===== config.mk =====
export PLATFORM = sky130hd
export DESIGN_NAME = dual_pwm_compare_output
export DESIGN_NICKNAME = d
export VERILOG_FILES = /design/src/pwm_pkg.sv /design/src/cmp_output.sv /design/src/pwm_channel.sv /design/src/dual_pwm_compare_output.sv
export SDC_FILE = /design/constraint.sdc
export NUM_CORES = 2
export LEC_CHECK = 0
export BUFFER_PORTS_ARGS = -buffer_cell sky130_fd_sc_hd__buf_2
export CORE_MARGIN = 8
export CORE_UTILIZATION = 25
export CTS_CLUSTER_SIZE = 30
export DETAILED_ROUTE_END_ITERATION = 8
export SLEW_MARGIN = 20
export SYNTH_ARGS = -nofsm -noshare
export SYNTH_HDL_FRONTEND = slang
export SYNTH_SLANG_ARGS = --single-unit
export TNS_END_PERCENT = 100

===== constraint.sdc =====
create_clock -name REF_CLK_I -period 14.56 [get_ports REF_CLK_I]
set_input_delay 1.456 -clock REF_CLK_I [delete_from_list [all_inputs] [get_ports REF_CLK_I]]
set_output_delay 1.456 -clock REF_CLK_I [all_outputs]
set_load 0.005 [all_outputs]

===== src/pwm_pkg.sv =====
// Purpose: Shared constants for the dual modulated / compare output block
// Assumes: 100 MHz system clock, 32-bit Avalon-MM register words
// Notes:   Offsets are byte addresses of aligned 32-bit words
package pwm_pkg;

  // System clock rate in hertz
  localparam int unsigned CLK_HZ    = 100_000_000;
  // Duty value that means fully on
  localparam int unsigned DUTY_FULL = 32000;

  // Output operating modes
  typedef enum logic [1:0] {
    MODE_PLAIN,
    MODE_PWM,
    MODE_CMP
  } out_mode_t;

  // Register byte offsets
  localparam logic [7:0] OFS_CONTROL = 8'h00;
  localparam logic [7:0] OFS_STATUS  = 8'h04;
  localparam logic [7:0] OFS_CLEAR   = 8'h08;
  localparam logic [7:0] OFS_PRESET     [2] = '{8'h0c, 8'h10};
  // Duty word sits below its frequency word for each channel (see [RL11])
  localparam logic [7:0] OFS_DUTY       [2] = '{8'h14, 8'h1c};
  localparam logic [7:0] OFS_FREQ       [2] = '{8'h18, 8'h20};
  localparam logic [7:0] OFS_STOP_DUTY  [2] = '{8'h24, 8'h2c};
  localparam logic [7:0] OFS_STOP_FREQ  [2] = '{8'h28, 8'h30};
  localparam logic [7:0] OFS_TOTAL      [4] = '{8'h34, 8'h38, 8'h3c, 8'h40};

  // Control word field positions, channel n adds n (2n for the mode field)
  localparam int unsigned CTL_MODE_POS  = 0;  // Two bits per channel
  localparam int unsigned CTL_EN_POS    = 4;
  localparam int unsigned CTL_HOLD_POS  = 6;
  localparam int unsigned CTL_PLAIN_POS = 8;

  // Status word field positions, channel n adds n; the stop flag is one shared bit
  localparam int unsigned STS_OUT_POS   = 0;
  localparam int unsigned STS_ARM_POS   = 2;
  localparam int unsigned STS_STOP_POS  = 4;

  // Reset values
  localparam logic [31:0] CONTROL_RST = 32'h0000_0000;
  localparam logic [31:0] WORD_RST    = 32'h0000_0000;
  localparam logic [3:0]  CLEAR_RST   = 4'h0;

endpackage


===== src/cmp_output.sv =====
// Purpose: Compare a fast counter total against its preset
// Assumes: Total and preset come from logic on the same clock
// Notes:   Output is high once the total has reached the preset
`timescale 1ns/1ns
module cmp_output (
  // Clock and reset
  input  wire logic        clk_i,
  input  wire logic        rst_n_i,
  // Values compared
  input  wire logic [31:0] total_i,
  input  wire logic [31:0] preset_i,
  // Compare result
  output logic             hit_o
);

  // Registered compare
  always_ff @(posedge clk_i or negedge rst_n_i)
  begin
    if (!rst_n_i)
      hit_o <= 1'b0;
    else
      hit_o <= (total_i >= preset_i);  // see [RL10]
  end

  // Result tracks the previous cycle's comparison
  a_hit_follows: assert property (  // see [RL10]
    @(posedge clk_i) disable iff (!rst_n_i)
    1'b1 |=> (hit_o == ($past(total_i) >= $past(preset_i))))
    else $error("compare result does not follow total and preset");

endmodule


===== src/pwm_channel.sv =====
// Purpose: One pulse-width modulator channel
// Assumes: Duty in 1/32000 units, frequency in hertz, one system clock
// Notes:   Phase accumulator steps by the frequency and wraps at the clock rate
`timescale 1ns/1ns
module pwm_channel #(
  parameter int unsigned CLK_HZ = pwm_pkg::CLK_HZ
) (
  // Clock and reset
  input  wire logic        clk_i,
  input  wire logic        rst_n_i,
  // Settings
  input  wire logic        run_i,
  input  wire logic [31:0] duty_i,
  input  wire logic [31:0] freq_i,
  // Modulated level
  output logic             pwm_o
);

  localparam int unsigned ACC_W    = $clog2(CLK_HZ);
  localparam int unsigned SCALE    = CLK_HZ / pwm_pkg::DUTY_FULL;
  localparam int unsigned STEP_MAX = CLK_HZ / 2;
  localparam logic [ACC_W:0] WRAP  = (ACC_W + 1)'(CLK_HZ);
  localparam logic [31:0] FULL     = 32'(pwm_pkg::DUTY_FULL);

  // Clock must divide evenly into duty units
  if ((CLK_HZ % pwm_pkg::DUTY_FULL) != 0 || ACC_W > 31)
  begin : g_bad_clock
    $error("pwm_channel: clock rate not usable");
  end

  logic [ACC_W-1:0] acc_r;   // Elapsed phase, 0 .. CLK_HZ-1
  logic [31:0]      duty_c;  // Duty clamped to full scale
  logic [31:0]      step_c;  // Frequency clamped to half the clock
  logic [31:0]      thr_c;   // Phase below which output is high
  logic [ACC_W:0]   sum_c;   // Next phase before wrap

  // Scale duty and frequency into phase units
  always_comb
  begin
    duty_c = (duty_i > FULL) ? FULL : duty_i;
    step_c = (freq_i > STEP_MAX) ? 32'(STEP_MAX) : freq_i;
    thr_c  = duty_c * SCALE;  // see [RL4]
    sum_c  = {1'b0, acc_r} + step_c[ACC_W:0];
  end

  // Period accumulator, one period per CLK_HZ/freq cycles
  always_ff @(posedge clk_i or negedge rst_n_i)
  begin
    if (!rst_n_i)
      acc_r <= '0;
    else if (!run_i)
      acc_r <= '0;  // Restart period when idle
    else if (sum_c >= WRAP)
      acc_r <= ACC_W'(sum_c - WRAP);  // see [RL6] [RL12]
    else
      acc_r <= sum_c[ACC_W-1:0];
  end

  // High while elapsed fraction is below duty fraction
  always_ff @(posedge clk_i or negedge rst_n_i)
  begin
    if (!rst_n_i)
      pwm_o <= 1'b0;
    else
      pwm_o <= run_i && (duty_c != 32'h0) &&  // see [RL5]
               ((duty_c == FULL) ||
                ((freq_i != 32'h0) && (32'(acc_r) < thr_c)));  // see [RL12]
  end

  a_duty_zero_low: assert property (  // see [RL5]
    @(posedge clk_i) disable iff (!rst_n_i)
    (duty_i == 32'h0) |=> !pwm_o)
    else $error("zero duty did not hold output low");

  a_duty_full_high: assert property (  // see [RL5]
    @(posedge clk_i) disable iff (!rst_n_i)
    (run_i && duty_i == FULL) |=> pwm_o)
    else $error("full duty did not hold output high");

  a_phase_step: assert property (  // see [RL6]
    @(posedge clk_i) disable iff (!rst_n_i)
    (run_i && sum_c < WRAP) |=> (acc_r == $past(sum_c[ACC_W-1:0])))
    else $error("phase did not advance by the frequency");

  a_duty_compare: assert property (  // see [RL4]
    @(posedge clk_i) disable iff (!rst_n_i)
    (run_i && duty_c != 32'h0 && duty_c < FULL && freq_i != 32'h0)
    |=> (pwm_o == (32'($past(acc_r)) < $past(thr_c))))
    else $error("output level does not match duty fraction");

endmodule


===== src/dual_pwm_compare_output.sv =====
// Purpose: Two dedicated outputs, each plain, modulated or counter compare
// Assumes: Avalon-MM slave with waitrequest, one 100 MHz clock
// Notes:   Every access takes two cycles; unmapped reads return zero
// Operation
// [RL1] Each output picks its own mode
// [RL2] Plain mode drives output from its bit
// [RL3] Modulated mode: own channel, own enable, settings
// [RL4] Duty 0..32000 gives high fraction duty/32000
// [RL5] Duty zero always low, full always high
// [RL6] Frequency in hertz sets output period
// [RL7] Low after start until duty, frequency non-zero
// [RL8] Stop mode holds state or uses stop settings
// [RL9] Zero stop duty or frequency holds low
// [RL10] Compare mode follows counter total versus preset
// [RL11] Software writes duty word before frequency word
// [RL12] Period counter; high while phase below duty
//
// The Avalon-MM slave port and the address map were decided locally.
`timescale 1ns/1ns
module dual_pwm_compare_output #(
  parameter int unsigned CLK_HZ = pwm_pkg::CLK_HZ
) (
  // Clock and reset
  input  wire logic        REF_CLK_I,
  input  wire logic        RSTN_I,
  // Avalon-MM slave
  input  wire logic [7:0]  AVS_ADDRESS_I,
  input  wire logic        AVS_READ_I,
  input  wire logic        AVS_WRITE_I,
  input  wire logic [31:0] AVS_WRITEDATA_I,
  input  wire logic [3:0]  AVS_BYTEENABLE_I,
  output logic [31:0]      AVS_READDATA_O,
  output logic             AVS_WAITREQUEST_O,
  // Controller state
  input  wire logic        STOP_MODE_I,
  input  wire logic        DOWNLOAD_I,
  // Fast counter totals
  input  wire logic [31:0] COUNTER_ONE_TOTAL_I,
  input  wire logic [31:0] COUNTER_TWO_TOTAL_I,
  input  wire logic [31:0] COUNTER_THREE_TOTAL_I,
  input  wire logic [31:0] COUNTER_FOUR_TOTAL_I,
  // Fast counter clear controls
  output logic             CLEAR_COUNTER_ONE_O,
  output logic             CLEAR_COUNTER_TWO_O,
  output logic             CLEAR_COUNTER_THREE_O,
  output logic             CLEAR_COUNTER_FOUR_O,
  // Dedicated outputs
  output logic             DEDICATED_OUTPUT_ONE_O,
  output logic             DEDICATED_OUTPUT_TWO_O
);

  logic        rst_meta_r;     // Reset release, first stage
  logic        rst_n;          // Reset release, second stage
  logic        waitrequest_r;  // Bus stall flag
  logic [31:0] readdata_r;     // Bus read data
  logic [31:0] control_r;      // Modes, enables, hold, plain bits
  logic [3:0]  clear_r;        // Counter clear bits
  logic [31:0] preset_r    [2];
  logic [31:0] duty_r      [2];
  logic [31:0] freq_r      [2];
  logic [31:0] stop_duty_r [2];
  logic [31:0] stop_freq_r [2];
  logic [31:0] total_c     [4];
  logic [1:0]  armed_r;        // Settings loaded since start
  logic [1:0]  out_r;          // Output pin levels
  logic [1:0]  run_c;          // Channel allowed to modulate
  logic [1:0]  pwm_c;          // Channel modulator level
  logic [1:0]  hit_c;          // Compare results
  logic [31:0] use_duty_c [2]; // Duty fed to channel
  logic [31:0] use_freq_c [2]; // Frequency fed to channel
  logic [31:0] rd_c;           // Read mux
  logic [31:0] status_c;       // Status word
  logic        wr_go;          // Write takes effect this edge
  logic [7:0]  ofs;            // Word-aligned byte offset

  // Merge write data by byte enables
  function automatic logic [31:0] be_merge(input logic [31:0] old,
                                           input logic [31:0] wd,
                                           input logic [3:0]  be);
    logic [31:0] r;
    r = old;
    for (int b = 0; b < 4; b++)
      if (be[b])
        r[8*b +: 8] = wd[8*b +: 8];
    return r;
  endfunction

  // Reset released through two flops
  always_ff @(posedge REF_CLK_I or negedge RSTN_I)
  begin
    if (!RSTN_I)
    begin
      rst_meta_r <= 1'b0;
      rst_n      <= 1'b0;
    end
    else
    begin
      rst_meta_r <= 1'b1;
      rst_n      <= rst_meta_r;
    end
  end

  assign total_c[0] = COUNTER_ONE_TOTAL_I;
  assign total_c[1] = COUNTER_TWO_TOTAL_I;
  assign total_c[2] = COUNTER_THREE_TOTAL_I;
  assign total_c[3] = COUNTER_FOUR_TOTAL_I;
  assign ofs        = {AVS_ADDRESS_I[7:2], 2'b00};
  assign wr_go      = AVS_WRITE_I && !waitrequest_r;

  // Waitrequest drops for one cycle per request
  always_ff @(posedge REF_CLK_I or negedge rst_n)
  begin
    if (!rst_n)
      waitrequest_r <= 1'b1;
    else if ((AVS_READ_I || AVS_WRITE_I) && waitrequest_r)
      waitrequest_r <= 1'b0;
    else
      waitrequest_r <= 1'b1;
  end

  // Status word shows live block state
  always_comb
  begin
    status_c = 32'h0;
    status_c[pwm_pkg::STS_OUT_POS +: 2] = out_r;
    status_c[pwm_pkg::STS_ARM_POS +: 2] = armed_r;
    status_c[pwm_pkg::STS_STOP_POS]     = STOP_MODE_I;
  end

  // Read mux, zero for unmapped offsets
  always_comb
  begin
    rd_c = 32'h0;
    if (ofs == pwm_pkg::OFS_CONTROL)
      rd_c = control_r;
    if (ofs == pwm_pkg::OFS_STATUS)
      rd_c = status_c;
    if (ofs == pwm_pkg::OFS_CLEAR)
      rd_c = {28'h0, clear_r};
    for (int c = 0; c < 2; c++)
    begin
      if (ofs == pwm_pkg::OFS_PRESET[c])
        rd_c = preset_r[c];
      if (ofs == pwm_pkg::OFS_DUTY[c])
        rd_c = duty_r[c];
      if (ofs == pwm_pkg::OFS_FREQ[c])
        rd_c = freq_r[c];
      if (ofs == pwm_pkg::OFS_STOP_DUTY[c])
        rd_c = stop_duty_r[c];
      if (ofs == pwm_pkg::OFS_STOP_FREQ[c])
        rd_c = stop_freq_r[c];
    end
    for (int t = 0; t < 4; t++)
      if (ofs == pwm_pkg::OFS_TOTAL[t])
        rd_c = total_c[t];
  end

  // Read data captured while stalled, stands at the completing edge
  always_ff @(posedge REF_CLK_I or negedge rst_n)
  begin
    if (!rst_n)
      readdata_r <= 32'h0;
    else if (AVS_READ_I && waitrequest_r)
      readdata_r <= rd_c;
  end

  // Control and counter clear words
  always_ff @(posedge REF_CLK_I or negedge rst_n)
  begin
    if (!rst_n)
    begin
      control_r <= pwm_pkg::CONTROL_RST;
      clear_r   <= pwm_pkg::CLEAR_RST;
    end
    else if (wr_go)
    begin
      if (ofs == pwm_pkg::OFS_CONTROL)
        control_r <= be_merge(control_r, AVS_WRITEDATA_I, AVS_BYTEENABLE_I);
      if (ofs == pwm_pkg::OFS_CLEAR && AVS_BYTEENABLE_I[0])
        clear_r <= AVS_WRITEDATA_I[3:0];
    end
  end

  // Per-channel setting words
  always_ff @(posedge REF_CLK_I or negedge rst_n)
  begin
    if (!rst_n)
    begin
      for (int c = 0; c < 2; c++)
      begin
        preset_r[c]    <= pwm_pkg::WORD_RST;
        duty_r[c]      <= pwm_pkg::WORD_RST;
        freq_r[c]      <= pwm_pkg::WORD_RST;
        stop_duty_r[c] <= pwm_pkg::WORD_RST;
        stop_freq_r[c] <= pwm_pkg::WORD_RST;
      end
    end
    else if (wr_go)
    begin
      for (int c = 0; c < 2; c++)
      begin
        if (ofs == pwm_pkg::OFS_PRESET[c])
          preset_r[c] <= be_merge(preset_r[c], AVS_WRITEDATA_I, AVS_BYTEENABLE_I);
        if (ofs == pwm_pkg::OFS_DUTY[c])
          duty_r[c] <= be_merge(duty_r[c], AVS_WRITEDATA_I, AVS_BYTEENABLE_I);
        if (ofs == pwm_pkg::OFS_FREQ[c])
          freq_r[c] <= be_merge(freq_r[c], AVS_WRITEDATA_I, AVS_BYTEENABLE_I);
        if (ofs == pwm_pkg::OFS_STOP_DUTY[c])
          stop_duty_r[c] <= be_merge(stop_duty_r[c], AVS_WRITEDATA_I,
                                     AVS_BYTEENABLE_I);
        if (ofs == pwm_pkg::OFS_STOP_FREQ[c])
          stop_freq_r[c] <= be_merge(stop_freq_r[c], AVS_WRITEDATA_I,
                                     AVS_BYTEENABLE_I);
      end
    end
  end

  // Arm once duty and frequency are both non-zero; download disarms
  always_ff @(posedge REF_CLK_I or negedge rst_n)
  begin
    if (!rst_n)
      armed_r <= 2'b00;
    else
      for (int c = 0; c < 2; c++)
        if (DOWNLOAD_I)
          armed_r[c] <= 1'b0;  // see [RL7]
        else if (duty_r[c] != 32'h0 && freq_r[c] != 32'h0)
          armed_r[c] <= 1'b1;  // see [RL7]
  end

  // Choose run condition and settings, normal or stop
  always_comb
  begin
    for (int c = 0; c < 2; c++)
    begin
      if (STOP_MODE_I)
      begin
        use_duty_c[c] = stop_duty_r[c];  // see [RL8]
        use_freq_c[c] = stop_freq_r[c];
        run_c[c] = control_r[pwm_pkg::CTL_EN_POS + c] &&
                   stop_duty_r[c] != 32'h0 && stop_freq_r[c] != 32'h0;  // see [RL9]
      end
      else
      begin
        use_duty_c[c] = duty_r[c];
        use_freq_c[c] = freq_r[c];
        run_c[c] = control_r[pwm_pkg::CTL_EN_POS + c] && armed_r[c];  // see [RL3] [RL7]
      end
    end
  end

  // Modulator and compare unit per output
  for (genvar g = 0; g < 2; g++)
  begin : g_chan
    pwm_channel #(
      .CLK_HZ (CLK_HZ)
    ) u_pwm (
      .clk_i   (REF_CLK_I),
      .rst_n_i (rst_n),
      .run_i   (run_c[g]),
      .duty_i  (use_duty_c[g]),
      .freq_i  (use_freq_c[g]),
      .pwm_o   (pwm_c[g])
    );
    cmp_output u_cmp (
      .clk_i    (REF_CLK_I),
      .rst_n_i  (rst_n),
      .total_i  (total_c[g]),
      .preset_i (preset_r[g]),
      .hit_o    (hit_c[g])
    );
  end

  // Output mode select per pin
  always_ff @(posedge REF_CLK_I or negedge rst_n)
  begin
    if (!rst_n)
      out_r <= 2'b00;
    else
      for (int c = 0; c < 2; c++)
        unique case (pwm_pkg::out_mode_t'(
                       control_r[pwm_pkg::CTL_MODE_POS + 2*c +: 2]))  // see [RL1]
          pwm_pkg::MODE_PWM:
            if (STOP_MODE_I && control_r[pwm_pkg::CTL_HOLD_POS + c])
              out_r[c] <= out_r[c];  // Hold last state, see [RL8]
            else
              out_r[c] <= run_c[c] && pwm_c[c];  // see [RL3] [RL9]
          pwm_pkg::MODE_CMP:
            out_r[c] <= hit_c[c];  // see [RL10]
          default:
            out_r[c] <= control_r[pwm_pkg::CTL_PLAIN_POS + c];  // see [RL2]
        endcase
  end

  assign AVS_READDATA_O         = readdata_r;
  assign AVS_WAITREQUEST_O      = waitrequest_r;
  assign CLEAR_COUNTER_ONE_O    = clear_r[0];
  assign CLEAR_COUNTER_TWO_O    = clear_r[1];
  assign CLEAR_COUNTER_THREE_O  = clear_r[2];
  assign CLEAR_COUNTER_FOUR_O   = clear_r[3];
  assign DEDICATED_OUTPUT_ONE_O = out_r[0];
  assign DEDICATED_OUTPUT_TWO_O = out_r[1];

  a_plain_one: assert property (  // see [RL2]
    @(posedge REF_CLK_I) disable iff (!rst_n)
    (control_r[1:0] == 2'b00) |=> (out_r[0] == $past(control_r[8])))
    else $error("output one does not follow its plain bit");
  a_plain_two: assert property (  // see [RL2]
    @(posedge REF_CLK_I) disable iff (!rst_n)
    (control_r[3:2] == 2'b00) |=> (out_r[1] == $past(control_r[9])))
    else $error("output two does not follow its plain bit");
  a_compare_one: assert property (  // see [RL10]
    @(posedge REF_CLK_I) disable iff (!rst_n)
    (control_r[1:0] == 2'b10) |=> (out_r[0] == $past(hit_c[0])))
    else $error("output one does not follow its compare result");
  a_unarmed_low: assert property (  // see [RL7]
    @(posedge REF_CLK_I) disable iff (!rst_n)
    (control_r[1:0] == 2'b01 && !STOP_MODE_I && !armed_r[0]) |=> !out_r[0])
    else $error("modulated output high before settings loaded");
  a_download_disarm: assert property (  // see [RL7]
    @(posedge REF_CLK_I) disable iff (!rst_n)
    DOWNLOAD_I |=> (armed_r == 2'b00))
    else $error("download did not disarm the channels");
  a_stop_zero_low: assert property (  // see [RL9]
    @(posedge REF_CLK_I) disable iff (!rst_n)
    (STOP_MODE_I && control_r[1:0] == 2'b01 && !control_r[6] &&
     (stop_duty_r[0] == 32'h0 || stop_freq_r[0] == 32'h0)) |=> !out_r[0])
    else $error("zero stop setting did not hold output low");
  a_stop_hold: assert property (  // see [RL8]
    @(posedge REF_CLK_I) disable iff (!rst_n)
    (STOP_MODE_I && control_r[1:0] == 2'b01 && control_r[6])
    |=> $stable(out_r[0]))
    else $error("stop hold did not keep the last state");
  a_wait_one_cycle: assert property (
    @(posedge REF_CLK_I) disable iff (!rst_n)
    ((AVS_READ_I || AVS_WRITE_I) && waitrequest_r) |=> !waitrequest_r ##1 waitrequest_r)
    else $error("waitrequest did not drop for exactly one cycle");

endmodule


==> flow_metrics.tcl <==
set metrics [dict create \
    status "completed" \
    vias 33400 \
    area_delta_synth_final_pct 14.9 \
    viasPerCell 5.06 \
    ctsHoldBuffers 0 \
    start_util 0.250 \
    hpwl_um 116000 \
    numCtsBuffers 54 \
    drc_errors 0 \
    end_kind "flop" \
    layout_min_cycle_time_ns 10.26 \
    cts-resized-gates 0 \
    yosysUniqueCellTypes 90 \
    port-buffer-count 214 \
    crit_top_cell "ha_1" \
    gp_congestion 0.963 \
    path_buf_inv 6 \
    cts_tree "yes" \
    first_pass_iters 6 \
    finalSetupViolations 0 \
    first_iter_violations 3390 \
    timing.clock.skew_ns 0.0385 \
    htreeDepth 2 \
    grtUsageTotal 0.163 \
    die_h_um 413 \
    setup_tns_ns 0 \
    maxSlewViolCount 0 \
    post-place-ws_ns 3.74 \
    fin_ws_ns 4.30 \
    crit_path_max_incr_delay_ns 0.84 \
    seq_area_frac_synth 0.287 \
    crit_path_start "STOP_MODE_I" \
    clock_sinks 453 \
    finalCritPeriodShare 0.704 \
    die_area_um2 171000 \
    drtAntennaViolNets 0 \
    crit_fanout 83 \
    powerDensity_nw_per_um2 179 \
    crit_type "in -> reg" \
    finalPower_mw 8.11 \
    rr_startpoint "duty_r[28]" \
    synthCells 4176 \
    synth_async_sr_flop_share 1.00 \
    synth-edff-count 0 \
    grt_pass1_wl_um 212000 \
    crit_required_ns 15.01 \
    maxCapViolCount 0 \
    totalWireLength_um 143000 \
    grt_max_degree 151 \
    slowest_stage "buf_4" \
    io_pins 217 \
    grt-ovfl-total 0 \
    post_cts_buffers 0 \
    hold_class "reg -> async" \
    synth_ff_type "dfrtp_1" \
    p_leak_nw 22.5 \
    yosys.area.top_type "dfrtp_1" \
    drive_gt1_frac 0.168 \
    critPathArrivalTime_ns 10.71 \
    max_slew.worst_pin.slew_ns 1.09 \
    cts.path.max_buffers 3 \
    wl_per_cell_um 21.6 \
    clk_latency_ns 0.67 \
    final_cell_area_um2 45400 \
    peakVddDrop_v 0.000208 \
    syn_area_um2 39500 \
    syn_area_per_cell_um2 9.45 \
    finalHoldViolCount 0 \
    synth_top_area_frac 0.286 \
    yosysWarningCount 0 \
    grt_pass1_vias 32900 \
    clockRootBuffer "clkbuf_16" \
    rsz0062_at_grt "false" \
    dieWidth_um 413 \
    critical-path-top-delay-family "compound AO/OA/AOI/OAI gates" \
    ys_seq_elements 453 \
    ys_top_cells_by_area "dfrtp_1, ha_1, mux2_2" \
    slew_headroom 0.264 \
    placed_area_um2 43400 \
    timing.hold.ws_ns 0.313 \
    nNetsFinal 5250 \
    core_um2 158000 \
    placement_rows 146 \
    grt_antenna_before_repair 50 \
    clock.fmax_mhz 97.5 \
    clkTransAtPathRegs_ns 0.07 \
    crit_path_start_kind "input port" \
]
[flip-flops by register name (all words and copies together), names as in the netlist, 2 cells and up]
register            count
armed_r                 2
freq_r                 64
g_chan.u_cmp.hit_o      2
control_r              32
g_chan.u_pwm.acc_r     54
AVS_READDATA_O         32
clear_r                 4
preset_r               64
g_chan.u_pwm.pwm_o      2
out_r                   2
stop_duty_r            64
duty_r                 64
stop_freq_r            64
[final timing paths]
kind	endpoint	slack, ns	cells past startpoint
max	g_chan[1].u_pwm.pwm_o	4.30	32
min reg2reg	AVS_READDATA_O[12]	0.31	0
max in group asynchronous	stop_freq_r[50]	12.08	2
min	AVS_READDATA_O[12]	0.31	0
max reg2reg	g_chan[1].u_pwm.pwm_o	4.91	33
min in group REF_CLK_I	rst_n	0.35	0
[cells in the mapped netlist (all sizes together) (64+ instances only)]
cell type  count
a21o          68
a21oi        221
clkbuf       129
dfrtp        452
fa           168
ha           434
inv          493
mux2         337
mux2i         97
nand2        278
nand3        108
nor2         239
nor3          64
o21ai        212
xnor2         83
[kinds of logic after synthesis]
family,share of synthesized area
and+or+nand+nor,0.128
AOI/OAI and AO/OA,0.145
buffers and inverters,0.0621
adders and majority gates,0.223
DFF,0.287
muxes,0.125
xor gates and xnor gates,0.0304
other,0.000190
[power by group]
group / total [mW] / internal (mW) / switching (mW)
Combinational: 5.24 / 2.19 / 3.04
Clock: 1.47 / 0.855 / 0.610
Sequential: 1.41 / 1.33 / 0.0779
Total: 8.11 / 4.38 / 3.73
[layer usage]
metal / vias up / GRT usage / wire [µm]
met5: - / 0 / 149
met4: 22 / 0.0433 / 4130
met3: 224 / 0.0605 / 16800
met2: 1373 / 0.233 / 57700
met1: 16400 / 0.229 / 64000
li1: 15300 / - / -
[per-stage QoR]
step | utilization | cells
floorplan | - | 4311
global placement | 0.275 | 6486
detailed placement | 0.275 | 6486
CTS | 0.287 | 6584
global route | 0.288 | 6587
finish | 0.288 | 6598
[layout by cell type (no fill, tap or decap), types with 20 or more instances in the layout]
| master | synthesis | final |
|---|---|---|
| conb_1 | 2 | 137 |
| a222oi_1 | 22 | 22 |
| fa_1 | 168 | 168 |
| nand2_1 | 278 | 277 |
| or2_2 | 25 | 25 |
| or4_1 | 20 | 20 |
| mux2_2 | 337 | 337 |
| nor4_1 | 54 | 53 |
| nor2b_1 | 50 | 48 |
| xor2_1 | 52 | 52 |
| o211ai_1 | 25 | 25 |
| ha_1 | 434 | 434 |
| nand4_1 | 47 | 47 |
| or3_1 | 26 | 26 |
| clkbuf_16 | 0 | 54 |
| a221oi_1 | 42 | 42 |
| nor3_1 | 63 | 63 |
| dfrtp_1 | 452 | 451 |
| xnor2_1 | 83 | 83 |
| nand3_1 | 108 | 108 |
| buf_2 | 5 | 213 |
| a21o_1 | 68 | 68 |
| inv_1 | 493 | 493 |
| a211oi_1 | 22 | 22 |
| nor2_1 | 239 | 229 |
| mux2i_1 | 97 | 97 |
| buf_4 | 1 | 39 |
| o21a_1 | 21 | 21 |
| o21ai_0 | 206 | 205 |
| nand2b_1 | 46 | 46 |
| a31oi_1 | 38 | 38 |
| a22oi_1 | 53 | 53 |
| a21oi_1 | 221 | 221 |
[final cells by class]
class,count,area [µm²]
sequential,453,11300
tap,2072,2590
clock inverter,31,403
antenna,14,35.0
multi-input combinational,3213,26300
timing repair buffer,255,1400
inverter,493,1850
fill,16600,112000
clock buffer,67,1490
Note: power is estimated with default switching activity, not from simulation.
